### src/rtl/dram_ctrl_pkg.sv
// Constants for the page-mode dynamic RAM controller
package dram_ctrl_pkg;
   localparam int ADDR_W = 7;
   localparam int ROWS = 128;
   localparam int CLK_MHZ = 50;
   localparam int REFRESH_MS = 2;
   localparam int REFRESH_CYC = REFRESH_MS * 1000 * CLK_MHZ;
   localparam int REFRESH_GAP = REFRESH_CYC / ROWS;
   localparam int WARMUP_CYCLES = 8;
   localparam int PHASE_CYC = 2;
   typedef enum logic [2:0] {
      S_IDLE = 3'b000,
      S_RAS  = 3'b001,
      S_COL  = 3'b011,
      S_CAS  = 3'b010,
      S_PAGE = 3'b110,
      S_PRE  = 3'b111,
      S_REF  = 3'b101
   } state_t;
endpackage

### src/rtl/dram_ctrl.sv
// Page-mode dynamic RAM controller with refresh and power-up sequencing
`timescale 1ns/10ps
`default_nettype none
module dram_ctrl #(
   parameter int DEVS        = 4,
   parameter int DSEL_W      = 2,
   parameter int REFRESH_GAP = dram_ctrl_pkg::REFRESH_GAP
) (
   input  wire logic              clk,
   input  wire logic              rst,
   input  wire logic              supplyFail,
   input  wire logic              reqValid,
   output logic                   reqReady,
   input  wire logic              reqWrite,
   input  wire logic              reqKeepPage,
   input  wire logic [DSEL_W-1:0] reqDev,
   input  wire logic [13:0]       reqAddr,
   input  wire logic              reqData,
   output logic                   rdValid,
   output logic                   rdData,
   output logic                   ready,
   output logic                   rasN,
   output logic [DEVS-1:0]        casN,
   output logic                   writeN,
   output logic [6:0]             memAddr,
   output logic                   memDin,
   input  wire logic              memDout
);
   localparam int GAP_W = $clog2(REFRESH_GAP + 1);
   localparam logic [GAP_W-1:0] GAP_LAST = GAP_W'(REFRESH_GAP - 1);
   localparam logic [1:0] PH_LAST = 2'(dram_ctrl_pkg::PHASE_CYC - 1);
   localparam logic [3:0] WARM_N = 4'(dram_ctrl_pkg::WARMUP_CYCLES);

   dram_ctrl_pkg::state_t state_r, state_nxt;
   logic [1:0]       phase_r;
   logic [GAP_W-1:0] gap_r;
   logic             refPend_r;
   logic [6:0]       refRow_r;
   logic [3:0]       warm_r;
   logic [6:0]       openRow_r;
   logic [DSEL_W-1:0] dev_r;
   logic             wr_r;

   wire phaseDone = (phase_r == PH_LAST);
   wire warmDone  = (warm_r == WARM_N);
   wire takeReq   = reqValid && reqReady;
   wire sameRow   = (reqAddr[13:7] == openRow_r);
   wire pageHit   = (state_r == dram_ctrl_pkg::S_PAGE) && takeReq
                    && sameRow;

   function automatic logic [DEVS-1:0] devSel(input logic [DSEL_W-1:0] d);
      devSel = '1;
      devSel[d] = 1'b0;
   endfunction

   assign ready = warmDone;
   assign reqReady = warmDone && !refPend_r && !supplyFail
                     && (state_r == dram_ctrl_pkg::S_IDLE
                         || (state_r == dram_ctrl_pkg::S_PAGE && sameRow));

   always_comb begin
      state_nxt = state_r;
      case (state_r)
         dram_ctrl_pkg::S_IDLE: begin
            if (supplyFail) state_nxt = dram_ctrl_pkg::S_IDLE;
            else if (refPend_r || !warmDone) state_nxt = dram_ctrl_pkg::S_REF;
            else if (takeReq) state_nxt = dram_ctrl_pkg::S_RAS;
         end
         dram_ctrl_pkg::S_RAS:
            if (phaseDone) state_nxt = dram_ctrl_pkg::S_COL;
         dram_ctrl_pkg::S_COL:
            state_nxt = dram_ctrl_pkg::S_CAS;
         dram_ctrl_pkg::S_CAS:
            if (phaseDone) state_nxt = dram_ctrl_pkg::S_PAGE;
         dram_ctrl_pkg::S_PAGE: begin
            if (supplyFail || refPend_r) state_nxt = dram_ctrl_pkg::S_PRE;
            else if (pageHit) state_nxt = dram_ctrl_pkg::S_COL;
            else if (reqValid || !reqKeepPage)
               state_nxt = dram_ctrl_pkg::S_PRE;
         end
         dram_ctrl_pkg::S_PRE:
            if (phaseDone) state_nxt = dram_ctrl_pkg::S_IDLE;
         dram_ctrl_pkg::S_REF:
            if (phaseDone) state_nxt = dram_ctrl_pkg::S_PRE;
         default: state_nxt = dram_ctrl_pkg::S_IDLE;
      endcase
   end

   always_ff @(posedge clk or posedge rst) begin
      if (rst) begin
         state_r <= dram_ctrl_pkg::S_IDLE;
         phase_r <= 2'h0;
      end else begin
         state_r <= state_nxt;
         phase_r <= (state_nxt != state_r) ? 2'h0 : phase_r + 2'h1;
      end
   end

   // Refresh pacing and row counter
   always_ff @(posedge clk or posedge rst) begin
      if (rst) begin
         gap_r     <= '0;
         refPend_r <= 1'b0;
         refRow_r  <= 7'h00;
         warm_r    <= 4'h0;
      end else begin
         gap_r <= (gap_r == GAP_LAST) ? '0 : gap_r + 1'b1;
         if (state_r == dram_ctrl_pkg::S_REF && phaseDone) begin
            refRow_r <= refRow_r + 7'h01;
            if (!warmDone) warm_r <= warm_r + 4'h1;
         end
         if (gap_r == GAP_LAST) refPend_r <= 1'b1;
         else if (state_r == dram_ctrl_pkg::S_REF && phaseDone)
            refPend_r <= 1'b0;
      end
   end

   // Request capture: row and column halves latched in the same cycle
   always_ff @(posedge clk or posedge rst) begin
      if (rst) begin
         openRow_r <= 7'h00;
         dev_r     <= '0;
         wr_r      <= 1'b0;
         memDin    <= 1'b0;
      end else if (takeReq) begin
         openRow_r <= reqAddr[13:7];
         dev_r     <= reqDev;
         wr_r      <= reqWrite;
         memDin    <= reqData;
      end
   end

   logic [6:0] colAddr_r;
   always_ff @(posedge clk or posedge rst) begin
      if (rst) colAddr_r <= 7'h00;
      else if (takeReq) colAddr_r <= reqAddr[6:0];
   end

   // Pin drive, all from flip-flops
   always_ff @(posedge clk or posedge rst) begin
      if (rst) begin
         rasN    <= 1'b1;
         casN    <= '1;
         writeN  <= 1'b1;
         memAddr <= 7'h00;
         rdValid <= 1'b0;
         rdData  <= 1'b0;
      end else begin
         rdValid <= 1'b0;
         case (state_nxt)
            dram_ctrl_pkg::S_RAS: begin
               rasN    <= 1'b0;
               casN    <= '1;
               memAddr <= (state_r == dram_ctrl_pkg::S_IDLE)
                          ? reqAddr[13:7] : openRow_r;
            end
            dram_ctrl_pkg::S_COL: begin
               casN    <= '1;
               memAddr <= pageHit ? reqAddr[6:0] : colAddr_r;
               writeN  <= pageHit ? !reqWrite : !wr_r;
            end
            dram_ctrl_pkg::S_CAS:
               casN <= devSel(dev_r);
            dram_ctrl_pkg::S_PAGE: begin
               if (state_r == dram_ctrl_pkg::S_CAS) begin
                  casN    <= '1;
                  writeN  <= 1'b1;
                  rdValid <= !wr_r;
                  rdData  <= memDout;
               end
            end
            dram_ctrl_pkg::S_REF: begin
               rasN    <= 1'b0;
               casN    <= '1;
               memAddr <= refRow_r;
            end
            default: begin
               rasN   <= 1'b1;
               casN   <= '1;
               writeN <= 1'b1;
            end
         endcase
      end
   end

   a_refresh_cas_high: assert property (@(posedge clk) disable iff (rst)
      state_r == dram_ctrl_pkg::S_REF |-> casN == '1)
      else $error("column strobe active in refresh");
   a_cas_needs_ras: assert property (@(posedge clk) disable iff (rst)
      casN != '1 |-> !rasN)
      else $error("column strobe without row strobe");
   a_fail_idle: assert property (@(posedge clk) disable iff (rst)
      supplyFail && state_r == dram_ctrl_pkg::S_IDLE |=> rasN && casN == '1)
      else $error("strobes low during supply failure");
   a_warm_gate: assert property (@(posedge clk) disable iff (rst)
      !warmDone |-> !reqReady)
      else $error("request taken before warm-up");
   a_ref_row_step: assert property (@(posedge clk) disable iff (rst)
      state_r == dram_ctrl_pkg::S_REF && phaseDone
      |=> refRow_r == $past(refRow_r) + 7'h01)
      else $error("refresh row not advanced");
   a_pend_served: assert property (@(posedge clk) disable iff (rst)
      $rose(refPend_r) && !supplyFail |-> ##[1:12] state_r
      == dram_ctrl_pkg::S_REF)
      else $error("refresh not served in time");
   a_page_row_hold: assert property (@(posedge clk) disable iff (rst)
      state_r == dram_ctrl_pkg::S_PAGE && state_nxt == dram_ctrl_pkg::S_COL
      |=> !rasN)
      else $error("row strobe released inside page");
   a_one_device: assert property (@(posedge clk) disable iff (rst)
      $onehot0(~casN))
      else $error("more than one column strobe");
endmodule
`default_nettype wire

### config.mk
export PLATFORM = sky130hd
export DESIGN_NAME = dram_ctrl
export DESIGN_NICKNAME = d
export VERILOG_FILES = /design/src/rtl/dram_ctrl_pkg.sv /design/src/rtl/dram_ctrl.sv
export SDC_FILE = /design/constraint.sdc
export NUM_CORES = 1
export LEC_CHECK = 0
export BUFFER_PORTS_ARGS = -buffer_cell sky130_fd_sc_hd__buf_4
export CORE_MARGIN = 5
export CORE_UTILIZATION = 45
export CTS_CLUSTER_DIAMETER = 30
export DETAILED_ROUTE_END_ITERATION = 7
export GPL_ROUTABILITY_DRIVEN = 0
export MAX_ROUTING_LAYER = met4
export PLACE_DENSITY = 0.68
export SYNTH_ARGS = -nofsm -noshare
export SYNTH_HDL_FRONTEND = slang
export SYNTH_SLANG_ARGS = --single-unit
export TNS_END_PERCENT = 100
### constraint.sdc
create_clock -name clk -period 4.3 [get_ports clk]
set_input_delay 0.215 -clock clk [delete_from_list [all_inputs] [get_ports clk]]
set_output_delay 0.215 -clock clk [all_outputs]
set_load 0.03 [all_outputs]
==> results of run 1 <==
==> path summary, 6_finish.rpt <==
| check | slack (ns) | cells after the start | end |
|---|---|---|---|
| min | 0.11 | 2 | colAddr_r[3] |
| max | 1.83 | 7 | casN[2] |
| max in group asynchronous | 3.69 | 3 | memAddr[6] |
| max reg2reg | 1.83 | 7 | casN[2] |
| min reg2reg | 0.45 | 1 | phase_r[0] |
| min in group asynchronous | 0.12 | 3 | gap_r[4] |
==> Yosys cell counts (all sizes together) (6+ instances only) <==
| cell type | count | area [sq um] |
|---|---|---|
| dfrtp | 54 | 1350 |
| mux2 | 28 | 315 |
| nor2 | 13 | 48.8 |
| xnor2 | 12 | 105 |
| xor2 | 12 | 105 |
| inv | 11 | 41.3 |
| nand2 | 11 | 43.8 |
| a21boi | 9 | 78.8 |
| nand3 | 9 | 45.0 |
| nor3 | 9 | 55.1 |
| mux2i | 8 | 80.1 |
| a2bb2oi | 7 | 61.3 |
| nand4 | 7 | 58.8 |
| o22ai | 7 | 43.8 |
| buf | 6 | 58.8 |
| dfstp | 6 | 158 |
| ha | 6 | 75.1 |
| o21ai | 6 | 30.0 |
==> per-stage QoR <==
stage / area, sq um / utilization, % / hold WS (ns) / instances
after global routing: 3560 / 53.3 / 0.100 / 388
after floorplan: 3040 / - / 0.347 / 257
after global placement: 3390 / 50.7 / 0.432 / 372
after CTS: 3560 / 53.3 / 0.0952 / 388
final: 3560 / 53.3 / 0.111 / 388
after detailed placement: 3390 / 50.7 / 0.446 / 372
==> placed cells by master (no fill, tap or decap), types with 2 or more instances in the layout <==
cell and n:
sky130_fd_sc_hd__a2bb2oi_1 7, sky130_fd_sc_hd__mux2i_1 8, sky130_fd_sc_hd__o41ai_1 2, sky130_fd_sc_hd__nand3_1 9
sky130_fd_sc_hd__mux2_2 18, sky130_fd_sc_hd__nor2_1 13, sky130_fd_sc_hd__xnor2_1 12, sky130_fd_sc_hd__a21oi_1 3
sky130_fd_sc_hd__nor3b_1 3, sky130_fd_sc_hd__xor2_1 12, sky130_fd_sc_hd__inv_2 2, sky130_fd_sc_hd__inv_1 9
sky130_fd_sc_hd__o22ai_1 7, sky130_fd_sc_hd__clkbuf_8 11, sky130_fd_sc_hd__a21o_1 2, sky130_fd_sc_hd__o21ai_0 2
sky130_fd_sc_hd__nor2b_1 3, sky130_fd_sc_hd__nor3_2 2, sky130_fd_sc_hd__ha_1 6, sky130_fd_sc_hd__nor4_1 2
sky130_fd_sc_hd__dfrtp_1 54, sky130_fd_sc_hd__and2_1 3, sky130_fd_sc_hd__nand4_1 6, sky130_fd_sc_hd__and3_1 4
sky130_fd_sc_hd__mux2_1 10, sky130_fd_sc_hd__dfstp_2 6, sky130_fd_sc_hd__clkinv_2 2, sky130_fd_sc_hd__buf_4 42
sky130_fd_sc_hd__o21ai_1 4, sky130_fd_sc_hd__nor3_1 7, sky130_fd_sc_hd__nand2_1 10, sky130_fd_sc_hd__a21boi_1 7
sky130_fd_sc_hd__clkbuf_1 3
==> layer usage <==
layer / part of all wire [%] / wire [um]
met2: 48 / 2950
met5: 0 / 0
met1: 46 / 2860
met3: 3.6 / 219
met4: 2.3 / 141
==> where the power goes <==
| part | total (mW) | internal, mW | switching [mW] | leakage [nW] |
|---|---|---|---|---|
| Combinational | 0.834 | 0.380 | 0.453 | 0.885 |
| Clock | 0.448 | 0.239 | 0.209 | 0.0905 |
| Sequential | 0.782 | 0.674 | 0.108 | 0.767 |
| Total | 2.06 | 1.29 | 0.770 | 1.74 |
==> worst reg2reg max path: stages (launching register included) <==
cell and delay [ns]:
sky130_fd_sc_hd__dfrtp_1 0.50, sky130_fd_sc_hd__and3b_4 0.48, sky130_fd_sc_hd__and2_4 0.20, sky130_fd_sc_hd__nand4_4 0.23, sky130_fd_sc_hd__a21boi_4 0.54, sky130_fd_sc_hd__inv_2 0.12, sky130_fd_sc_hd__nor3b_1 0.23, sky130_fd_sc_hd__o21ai_1 0.10
==> state kept, by name (all words and copies together), names as in the netlist <==
signal,cells
rasN,1
state_r,3
memAddr,7
casN,4
memDin,1
colAddr_r,7
rdValid,1
refPend_r,1
wr_r,1
rdData,1
warm_r,4
dev_r,2
writeN,1
openRow_r,7
phase_r,2
refRow_r,7
gap_r,10
==> kinds of logic after synthesis <==
kind of cell             after synthesis  synth area share (%)
AND/OR/NAND/NOR                       73                  14.4
flip-flops                            60                  49.7
AO/OA/AOI/OAI                         40                  10.0
multiplexers                          36                  13.0
XOR/XNOR                              24                  6.92
buffers and inverters                 18                  3.42
adder cells (fa/ha/maj)                6                  2.47
==> final cells by class <==
class	instances	area, sq um
fillers	598	3120
well taps	80	100
clock inverters	2	10.0
repair buffers	42	315
clock buffers	14	163
flip-flops and latches	60	1510
inverters	11	41.3
multi-input cells	179	1420
==> out/qor.log, run 1 <==
INFO  logic_synthesis synth_sequential_area_ratio=49.7%
INFO  floorplan      rows=30
INFO  global_routing congestion_overflow_gr=0
INFO  worst_setup_path critPathArrivalTime=2.73ns
INFO  clock_network  cts-htree-levels=3
INFO  global_routing grt_pass1_vias=2117
INFO  routing        drt-total-wl=6.16mm
INFO  clock_network  tritoncts=built
INFO  logic_synthesis yosysWarnings=0
INFO  logic_synthesis yosys_register_bits=60
INFO  timing         setup_total_negative_slack=0ns
INFO  place          place_worst_setup_slack=1.84ns
INFO  timing         relSlewSlack=19.6%
INFO  run_status     outcome=finished clean
INFO  final_layout   syn_to_final_growth=17.3%
INFO  worst_setup_path timing.critical_path.from_type=flip-flop
INFO  worst_setup_path critical_path_required=4.56ns
INFO  clock_network  cts_sinks=60
INFO  routing        detailroute.via_count=2068
INFO  global_routing grt.met2_usage=24.6%
INFO  run            max_cap_viol_count=0
INFO  final_layout   antenna_cells_inserted=0
INFO  worst_setup_path largest_incremental_delay_on_the_critical_path=0.54ns
INFO  clock_network  cts_post_setup_buffers_inserted=0
INFO  logic_synthesis synth-async-reset-ratio=100%
INFO  final_layout   final_net_count=333
INFO  global_routing globalRouteMet3Util=3.45%
INFO  worst_setup_path worstSetupEndpointType=flip-flop
INFO  timing         grt_setup_unrepaired=no
INFO  worst_setup_path startpoint=state_r[0]
INFO  logic_synthesis synth_cells=257
INFO  floorplan      die_height=92.1um
INFO  global_routing number_of_antenna_violations_at_the_first_check_in_global_routing=0
INFO  hold_path      worst_hold_path_type=input pin to flip-flop
INFO  timing         highest_clock_rate=404MHz
INFO  logic_synthesis synthDistinctLibCells=50
INFO  global_routing grt_busiest_layer=met2
INFO  clock_network  numCtsBuffers=9
INFO  power          peakVddDrop=0.375mV
INFO  timing         setup_viol_count_final=0
INFO  global_routing grt_util_all_layers=16.2%
INFO  clock_network  cts-hold-fix-buffers=0
INFO  worst_setup_path crit_fanout=15
INFO  power          totalPowerFinal=2.06mW
INFO  timing         tightestPinTransition=1.19ns
INFO  timing         period_needed=2.47ns
INFO  place          dp_hpwl=4.40mm
INFO  worst_setup_path worst_path_max_delay_cell=sky130_fd_sc_hd__a21boi_4
INFO  final_layout   layout-drive-gt1-share=29.9%
INFO  clock_network  cts-root-to-sink-buffers=2
INFO  global_routing wire_length_of_the_first_global_routing_pass=10.4mm
INFO  power          p_leak=1.74nW
INFO  hold_path      min-delay-start=reqAddr[3]
INFO  timing         finalHoldViolations=0
INFO  floorplan      core_region_area=6680squm
INFO  routing        initial_detailed_routing_violation_count=130
INFO  timing         layout_setup_ws=1.83ns
INFO  clock_network  clkLatencyLatePin=0.33ns
INFO  global_routing grt_start_max_net_pins=61
INFO  worst_setup_path critPathKind=flip-flop to flip-flop
INFO  timing         clock_skew=0.00825ns
INFO  routing        ant_nets=0
INFO  logic_synthesis synth.avg_cell_area=11.8squm
INFO  routing        drt_pass1_iterations=4
INFO  floorplan      die-width=92.1um
INFO  logic_synthesis synth-edff-count=0
INFO  floorplan      boundaryPins=42
INFO  logic_synthesis synth_flop_cell=sky130_fd_sc_hd__dfrtp_1
INFO  routing        routed_via_density=5.33
INFO  routing        drt_drc_violations_left=0
INFO  routing        drt-wirelength-per-cell=15.9um
INFO  floorplan      die_area=8490squm
INFO  power          power.density_cell_area=580nW/um^2
INFO  place          portBuffers=41
INFO  floorplan      initial_utilization=45.4%
INFO  worst_setup_path critical_path.n_buffers_inverters=1
INFO  timing         slew_violations=0
INFO  timing         finalCritPeriodShare=57.5%
INFO  global_routing gr-usage-met1=20.4%
INFO  worst_setup_path r2r_start=state_r[0]
INFO  worst_setup_path timing.critical_path.cells=and3b_4 -> and2_4 -> nand4_4 -> a21boi_4 -> inv_2 -> nor3b_1 -> o21ai_1
INFO  clock_network  clock_tree.root_cell=sky130_fd_sc_hd__clkbuf_8
INFO  clock_network  cts.clk_slew.worst_paths=0.06ns
INFO  logic_synthesis mappedNetlistNets=287
INFO  clock_network  cts-resized-gates=0
INFO  logic_synthesis netlist_area=3040squm
INFO  worst_setup_path timing.critical_path.max_delay_family=simple AND/OR/NAND/NOR gates
(Power assumes the default switching activity.)
==> run 2: changes to the inputs <==
--- a/config.mk
+++ b/config.mk
@@ -12,7 +12,7 @@
 export DETAILED_ROUTE_END_ITERATION = 7
 export GPL_ROUTABILITY_DRIVEN = 0
 export MAX_ROUTING_LAYER = met4
-export PLACE_DENSITY = 0.68
+export PLACE_DENSITY = 0.7
 export SYNTH_ARGS = -nofsm -noshare
 export SYNTH_HDL_FRONTEND = slang
 export SYNTH_SLANG_ARGS = --single-unit
==> constraint.sdc (replaced) <==
create_clock -name clk -period 2.27 [get_ports clk]
set_input_delay 0.1135 -clock clk [delete_from_list [all_inputs] [get_ports clk]]
set_output_delay 0.1135 -clock clk [all_outputs]
set_load 0.03 [all_outputs]
==> run 2 against run 1 <==
Effect of this change:
- sequential power increased by 83%
- clock power increased by 120%
- via count increased by 6.1%
- first-iteration DRC count decreased by 47%
- global-route usage increased by 0.77 points
- fmax increased by 19%
- final cell count increased by 5.9%
- flip-flop and latch count unchanged
- largest power group unchanged
- the run now ends with negative hold slack left
- highest routed layer unchanged
- non-clock buffer count increased by 23
- register-to-register slack got worse by 1.6 ns
- die area unchanged
- utilization increased by 3.8 points
==> out/qor.log, run 2 (same netlist as run 1, synthesis figures left out) <==
INFO  final_layout   regMostFlops=gap_r
INFO  global_routing grt_util_all_layers=16.9%
INFO  timing         relSlewSlack=51.5%
INFO  global_routing congestion_overflow_gr=0
INFO  final_layout   layoutNonFillerInstCount=411
INFO  timing         slew_violations=0
INFO  timing         clock_skew=0.00686ns
INFO  global_routing grt_pass1_vias=2182
INFO  global_routing number_of_antenna_violations_at_the_first_check_in_global_routing=0
INFO  power          clockPowerShare=22.3%
INFO  final_layout   layout.cells.most_common_list=sky130_fd_sc_hd__dfrtp_1 (54), sky130_fd_sc_hd__buf_4 (54), sky130_fd_sc_hd__mux2_2 (18)
INFO  routing        ant_nets=0
INFO  floorplan      die-width=92.1um
INFO  power          power_frac_seq=33.0%
INFO  worst_setup_path critPathArrivalTime=2.30ns
INFO  worst_setup_path worst_path_max_delay_cell=sky130_fd_sc_hd__mux2_1
INFO  floorplan      die_height=92.1um
INFO  place          numPlacedInstances=383
INFO  run            max_cap_viol_count=0
INFO  final_layout   syn_to_final_growth=25.6%
INFO  timing         setup_viol_count_final=0
INFO  worst_setup_path timing.critical_path.cells=xor2_1 -> nor4_4 -> a31oi_1 -> nor2b_2 -> nand2_2 -> mux2_1
INFO  worst_setup_path largest_incremental_delay_on_the_critical_path=0.42ns
INFO  clock_network  tritoncts=built
INFO  worst_setup_path worstSetupEndpointType=flip-flop
INFO  floorplan      boundaryPins=42
INFO  place          portBuffers=41
INFO  hold_path      worst_hold_path_type=input pin to asynchronous set/reset pin
INFO  routing        detailroute.via_count=2194
INFO  power          share_comb_of_total_power=44.7%
INFO  power          peakVddDrop=0.617mV
INFO  clock_network  cts_sinks=60
INFO  clock_network  cts-htree-levels=3
INFO  worst_setup_path critical_path.n_buffers_inverters=0
INFO  floorplan      initial_utilization=45.4%
INFO  routing        routed_via_density=5.34
INFO  place          dp_hpwl=4.53mm
INFO  routing        initial_detailed_routing_violation_count=69
INFO  worst_setup_path crit_fanout=18
INFO  global_routing grt_start_max_net_pins=61
INFO  timing         highest_clock_rate=480MHz
INFO  power          p_int=2.79mW
INFO  run_status     violations=negative hold slack
INFO  routing        drt_pass1_iterations=4
INFO  clock_network  numCtsBuffers=9
INFO  timing         tightestPinTransition=0.727ns
INFO  worst_setup_path critPathKind=flip-flop to flip-flop
INFO  run_status     outcome=finished, violations left
INFO  routing        drt-wirelength-per-cell=15.8um
INFO  place          total_placed_instance_area=3480squm
INFO  clock_network  cts-root-to-sink-buffers=2
INFO  power          power.share.switching=35.8%
INFO  timing         fin_hold_ws=-0.00388ns
INFO  floorplan      core_region_area=6680squm
INFO  final_layout   flip_flop_count_of_the_largest_register_all_copies_and_words_added=10
INFO  timing         period_needed=2.08ns
INFO  floorplan      die_area=8490squm
INFO  routing        drt_drc_violations_left=0
INFO  worst_setup_path critical_path_required=2.49ns
INFO  worst_setup_path timing.critical_path.from_type=flip-flop
INFO  timing         finalCritPeriodShare=91.7%
INFO  global_routing wire_length_of_the_first_global_routing_pass=10.8mm
INFO  final_layout   antenna_cells_inserted=0
INFO  power          switchingPower=1.56mW
INFO  worst_setup_path timing.critical_path.max_delay_family=simple AND/OR/NAND/NOR gates
INFO  power          totalPowerFinal=4.34mW
INFO  routing        drt-total-wl=6.49mm
INFO  power          power.density_cell_area=1140nW/um^2
INFO  final_layout   layout-drive-gt1-share=32.0%
INFO  timing         finalHoldViolations=19
INFO  power          p_leak=1.87nW
INFO  clock_network  clkLatencyLatePin=0.34ns
INFO  timing         setup_total_negative_slack=0ns
INFO  clock_network  clock_tree.root_cell=sky130_fd_sc_hd__clkbuf_8
INFO  final_layout   final_cell_area=3810squm
INFO  floorplan      rows=30
INFO  clock_network  cts.clk_slew.worst_paths=0.07ns
INFO  final_layout   final_net_count=356
INFO  timing         grt_setup_unrepaired=no
==> run 2: per-stage QoR <==
| step | hold WS [ns] | worst slack, ns | util, % |
|---|---|---|---|
| final | -0.00388 | 0.188 | 57.1 |
| after global routing | 0.00940 | 0.00198 | 57.1 |
| after CTS | 0.00138 | 0.0585 | 56.1 |
| after detailed placement | 0.339 | 0.0775 | 52.1 |
| after global placement | 0.332 | 0.127 | 52.1 |
| after floorplan | 0.245 | 0.0766 | - |
==> run 2: worst reg2reg max path: stages, from the launching register on <==
cell and delay, ns:
sky130_fd_sc_hd__dfrtp_1 0.40, sky130_fd_sc_hd__xor2_1 0.19, sky130_fd_sc_hd__nor4_4 0.36, sky130_fd_sc_hd__a31oi_1 0.14, sky130_fd_sc_hd__nor2b_2 0.15, sky130_fd_sc_hd__nand2_2 0.29, sky130_fd_sc_hd__mux2_1 0.42
==> run 2: area by class of cell <==
class,instances,area (sq um)
clock buffers,14,163
clock inverters,2,35.0
fillers,592,2870
inverters,11,41.3
multi-input cells,179,1430
flip-flops and latches,60,1510
well taps,80,100
repair buffers,65,536
==> run 2: timing repair <==
action,CTS,global route
hold buffers,7,2
gates resized for setup,0,2
endpoints found under the hold margin,7,2
setup buffers,0,3
endpoints found under the setup margin,0,9
==> run 2: worst paths after layout <==
kind,start,slack [ns],end,depth (start not counted)
worst max-delay path,openRow_r[6],0.19,colAddr_r[3],6
min in group clk,reqAddr[10],0.01,openRow_r[3],2
worst max register to register,openRow_r[6],0.19,colAddr_r[3],6
max in group asynchronous,rst,1.81,memAddr[0],3
worst min register to register,phase_r[0],0.45,phase_r[0],1
worst min-delay path,rst,-0.004,warm_r[2],3
==> run 2: power by group through the flow <==
stage	clock network [mW]	logic (mW)	registers, mW
after floorplan	0	1.14	1.59
after global placement	0	1.78	1.45
after detailed placement	0	1.81	1.45
after CTS	1.00	1.82	1.43
after global routing	1.05	2.11	1.47
final	0.968	1.94	1.43
==> run 2: routing by layer <==
layer / wire length, um / up-vias / GRT usage (%)
li1: - / 1052 / -
met1: 2840 / 1074 / 21.3
met2: 3140 / 56 / 25.7
met3: 400 / 12 / 5.25
met4: 107 / 0 / 6.44
met5: 0 / - / -
==> run 3: changes to the inputs <==
--- a/config.mk
+++ b/config.mk
@@ -8,10 +8,11 @@
 export BUFFER_PORTS_ARGS = -buffer_cell sky130_fd_sc_hd__buf_4
 export CORE_MARGIN = 5
 export CORE_UTILIZATION = 45
+export CTS_BUF_LIST = sky130_fd_sc_hd__clkbuf_4 sky130_fd_sc_hd__clkbuf_8
 export CTS_CLUSTER_DIAMETER = 30
+export CTS_CLUSTER_SIZE = 28
 export DETAILED_ROUTE_END_ITERATION = 7
 export GPL_ROUTABILITY_DRIVEN = 0
-export MAX_ROUTING_LAYER = met4
 export PLACE_DENSITY = 0.7
 export SYNTH_ARGS = -nofsm -noshare
 export SYNTH_HDL_FRONTEND = slang
==> run 3 against run 2 <==
Effect of this change:
- the run still ends with negative hold slack left
- flip-flop and latch count unchanged
- die area unchanged
- register-to-register slack got worse by 0.02 ns
- via count increased by 0.87%
- wire length increased by 0.11%
- final cell count unchanged
- sequential power about the same
- global-route usage decreased by 0.46 points
- worst setup slack got worse by 0.017 ns
- final area increased by 0.30%
- power increased by 0.91%
- critical path type unchanged
- largest cell class unchanged
- largest power group unchanged
==> out/qor.log, run 3 (same netlist as run 1, synthesis figures left out) <==
INFO  timing         finalCritPeriodShare=92.5%
INFO  final_layout   multi_input_area=1430squm
INFO  routing        routed_via_density=5.38
INFO  worst_setup_path worst_path_max_delay_cell=sky130_fd_sc_hd__mux2_1
INFO  worst_setup_path worst-r2r-setup-slack=0.17ns
INFO  run_status     outcome=finished, violations left
INFO  floorplan      rows=30
INFO  timing         tightestPinTransition=0.726ns
INFO  worst_setup_path r2r_end=openRow_r[2]
INFO  clock_network  cts.clk_slew.worst_paths=0.07ns
INFO  final_layout   flip_flop_count_of_the_largest_register_all_copies_and_words_added=10
INFO  worst_setup_path crit_fanout=18
INFO  place          dp_hpwl=4.53mm
INFO  final_layout   antenna_cells_inserted=0
INFO  run            max_cap_viol_count=0
INFO  floorplan      die_area=8490squm
INFO  timing         setup_total_negative_slack=0ns
INFO  global_routing grt_pass1_vias=2184
INFO  worst_setup_path critical_path_required=2.48ns
INFO  routing        drt_drc_violations_left=0
INFO  final_layout   ff_latch_area=1510squm
INFO  timing         fin_hold_ws=-0.00257ns
INFO  clock_network  tritoncts=built
INFO  routing        drt-total-wl=6.50mm
INFO  worst_setup_path r2r_start=openRow_r[6]
INFO  place          numPlacedInstances=383
INFO  timing         grt_setup_unrepaired=no
INFO  final_layout   regMostFlops=gap_r
INFO  global_routing grt_util_all_layers=16.5%
INFO  timing         finalHoldViolations=10
INFO  routing        ant_nets=0
INFO  final_layout   layoutNonFillerInstCount=411
INFO  floorplan      boundaryPins=42
INFO  worst_setup_path critPathArrivalTime=2.31ns
INFO  worst_setup_path timing.critical_path.from_type=flip-flop
INFO  final_layout   postLayoutCoreUtil=57.2%
INFO  place          place_worst_setup_slack=0.0775ns
INFO  timing         clock_skew=0.00621ns
INFO  floorplan      initial_utilization=45.4%
INFO  timing         highest_clock_rate=476MHz
INFO  timing         layout_setup_ws=0.171ns
INFO  final_layout   final_net_count=356
INFO  global_routing congestion_overflow_gr=0
INFO  clock_network  clock_tree.root_cell=sky130_fd_sc_hd__clkbuf_8
INFO  routing        initial_detailed_routing_violation_count=65
INFO  timing         slew_violations=0
INFO  final_layout   fill_cells=590
INFO  final_layout   syn_to_final_growth=26.0%
INFO  global_routing number_of_antenna_violations_at_the_first_check_in_global_routing=0
INFO  worst_setup_path critPathKind=flip-flop to flip-flop
INFO  clock_network  clkLatencyLatePin=0.34ns
INFO  power          peakVddDrop=0.617mV
INFO  routing        drt_pass1_iterations=4
INFO  final_layout   layout-drive-gt1-share=32.9%
INFO  run_status     violations=negative hold slack
INFO  clock_network  cts_sinks=60
INFO  timing         period_needed=2.10ns
INFO  floorplan      die-width=92.1um
INFO  power          power.density_cell_area=1150nW/um^2
INFO  worst_setup_path largest_incremental_delay_on_the_critical_path=0.42ns
INFO  routing        drt-wirelength-per-cell=15.8um
INFO  floorplan      core_region_area=6680squm
INFO  routing        detailroute.via_count=2213
INFO  worst_setup_path reg2reg_depth=6
INFO  final_layout   layout.cells.most_common_list=sky130_fd_sc_hd__dfrtp_1 (54), sky130_fd_sc_hd__buf_4 (54), sky130_fd_sc_hd__mux2_2 (18)
INFO  hold_path      worst_hold_path_type=input pin to asynchronous set/reset pin
INFO  timing         setup_viol_count_final=0
INFO  global_routing wire_length_of_the_first_global_routing_pass=10.8mm
INFO  timing         relSlewSlack=51.6%
INFO  floorplan      die_height=92.1um
INFO  place          portBuffers=41
INFO  worst_setup_path timing.critical_path.cells=xor2_1 -> nor4_4 -> a31oi_1 -> nor2b_2 -> nand2_2 -> mux2_1
INFO  power          p_leak=1.88nW
INFO  worst_setup_path worstSetupEndpointType=flip-flop
INFO  clock_network  cts-htree-levels=3
INFO  clock_network  numCtsBuffers=9
INFO  clock_network  cts-root-to-sink-buffers=2
INFO  global_routing grt_start_max_net_pins=61
==> run 3: stage by stage <==
step                      hold WS [ns]  power, mW  instance area, sq um
after floorplan                  0.245       2.73                  3040
after global placement           0.332       3.23                  3480
after detailed placement         0.339       3.26                  3480
after CTS                      0.00123       4.29                  3760
after global routing           0.00940       4.66                  3820
final                         -0.00257       4.38                  3820
==> run 3: repair_timing <==
| item | CTS | global route |
|---|---|---|
| buffers inserted | 0 | 3 |
| endpoints found under the hold margin | 7 | 2 |
| hold buffers | 7 | 2 |
| gates resized for setup | 0 | 2 |
| endpoints found under the setup margin | 0 | 9 |
==> run 3: layout make-up <==
cell class | count | share of cell area [%]
sequential | 60 | 39.5
multi-input combinational | 179 | 37.4
timing repair buffer | 65 | 14.0
clock buffer | 14 | 4.55
tap | 80 | 2.62
inverter | 11 | 1.08
clock inverter | 2 | 0.916
==> run 3: report_power, final <==
group	internal, mW	switching, mW
Sequential	1.28	0.160
Clock	0.603	0.398
Combinational	0.944	1.00
Total	2.82	1.56
==> run 3: worst max-delay path: cells and delay by family, from the launching register on <==
family | cells | cell delay (ns)
AO/OA/AOI/OAI | 1 | 0.14
AND/OR/NAND/NOR | 3 | 0.82
multiplexers | 1 | 0.42
XOR/XNOR | 1 | 0.19
flip-flops | 1 | 0.40
==> run 3: worst max-delay path by stage <==
stage / start / end / slack [ns] / cells past startpoint
2_1_floorplan: state_r[2] / colAddr_r[1] / 0.08 / 7
3_3_place_gp: warm_r[0] / memAddr[3] / 0.13 / 8
3_5_place_dp: warm_r[0] / memAddr[3] / 0.08 / 8
4_1_cts: warm_r[0] / memAddr[3] / 0.06 / 8
5_1_grt: warm_r[0] / casN[2] / 0.002 / 10
6_report: openRow_r[6] / openRow_r[2] / 0.17 / 6
==> run 3: routing by layer <==
layer | global-route usage [%] | part of all wire, % | up-vias
li1 | - | - | 1058
met1 | 21.3 | 43 | 1078
met2 | 25.6 | 49 | 70
met3 | 5.33 | 6.7 | 7
met4 | 6.44 | 1.2 | 0
met5 | 0 | 0 | -
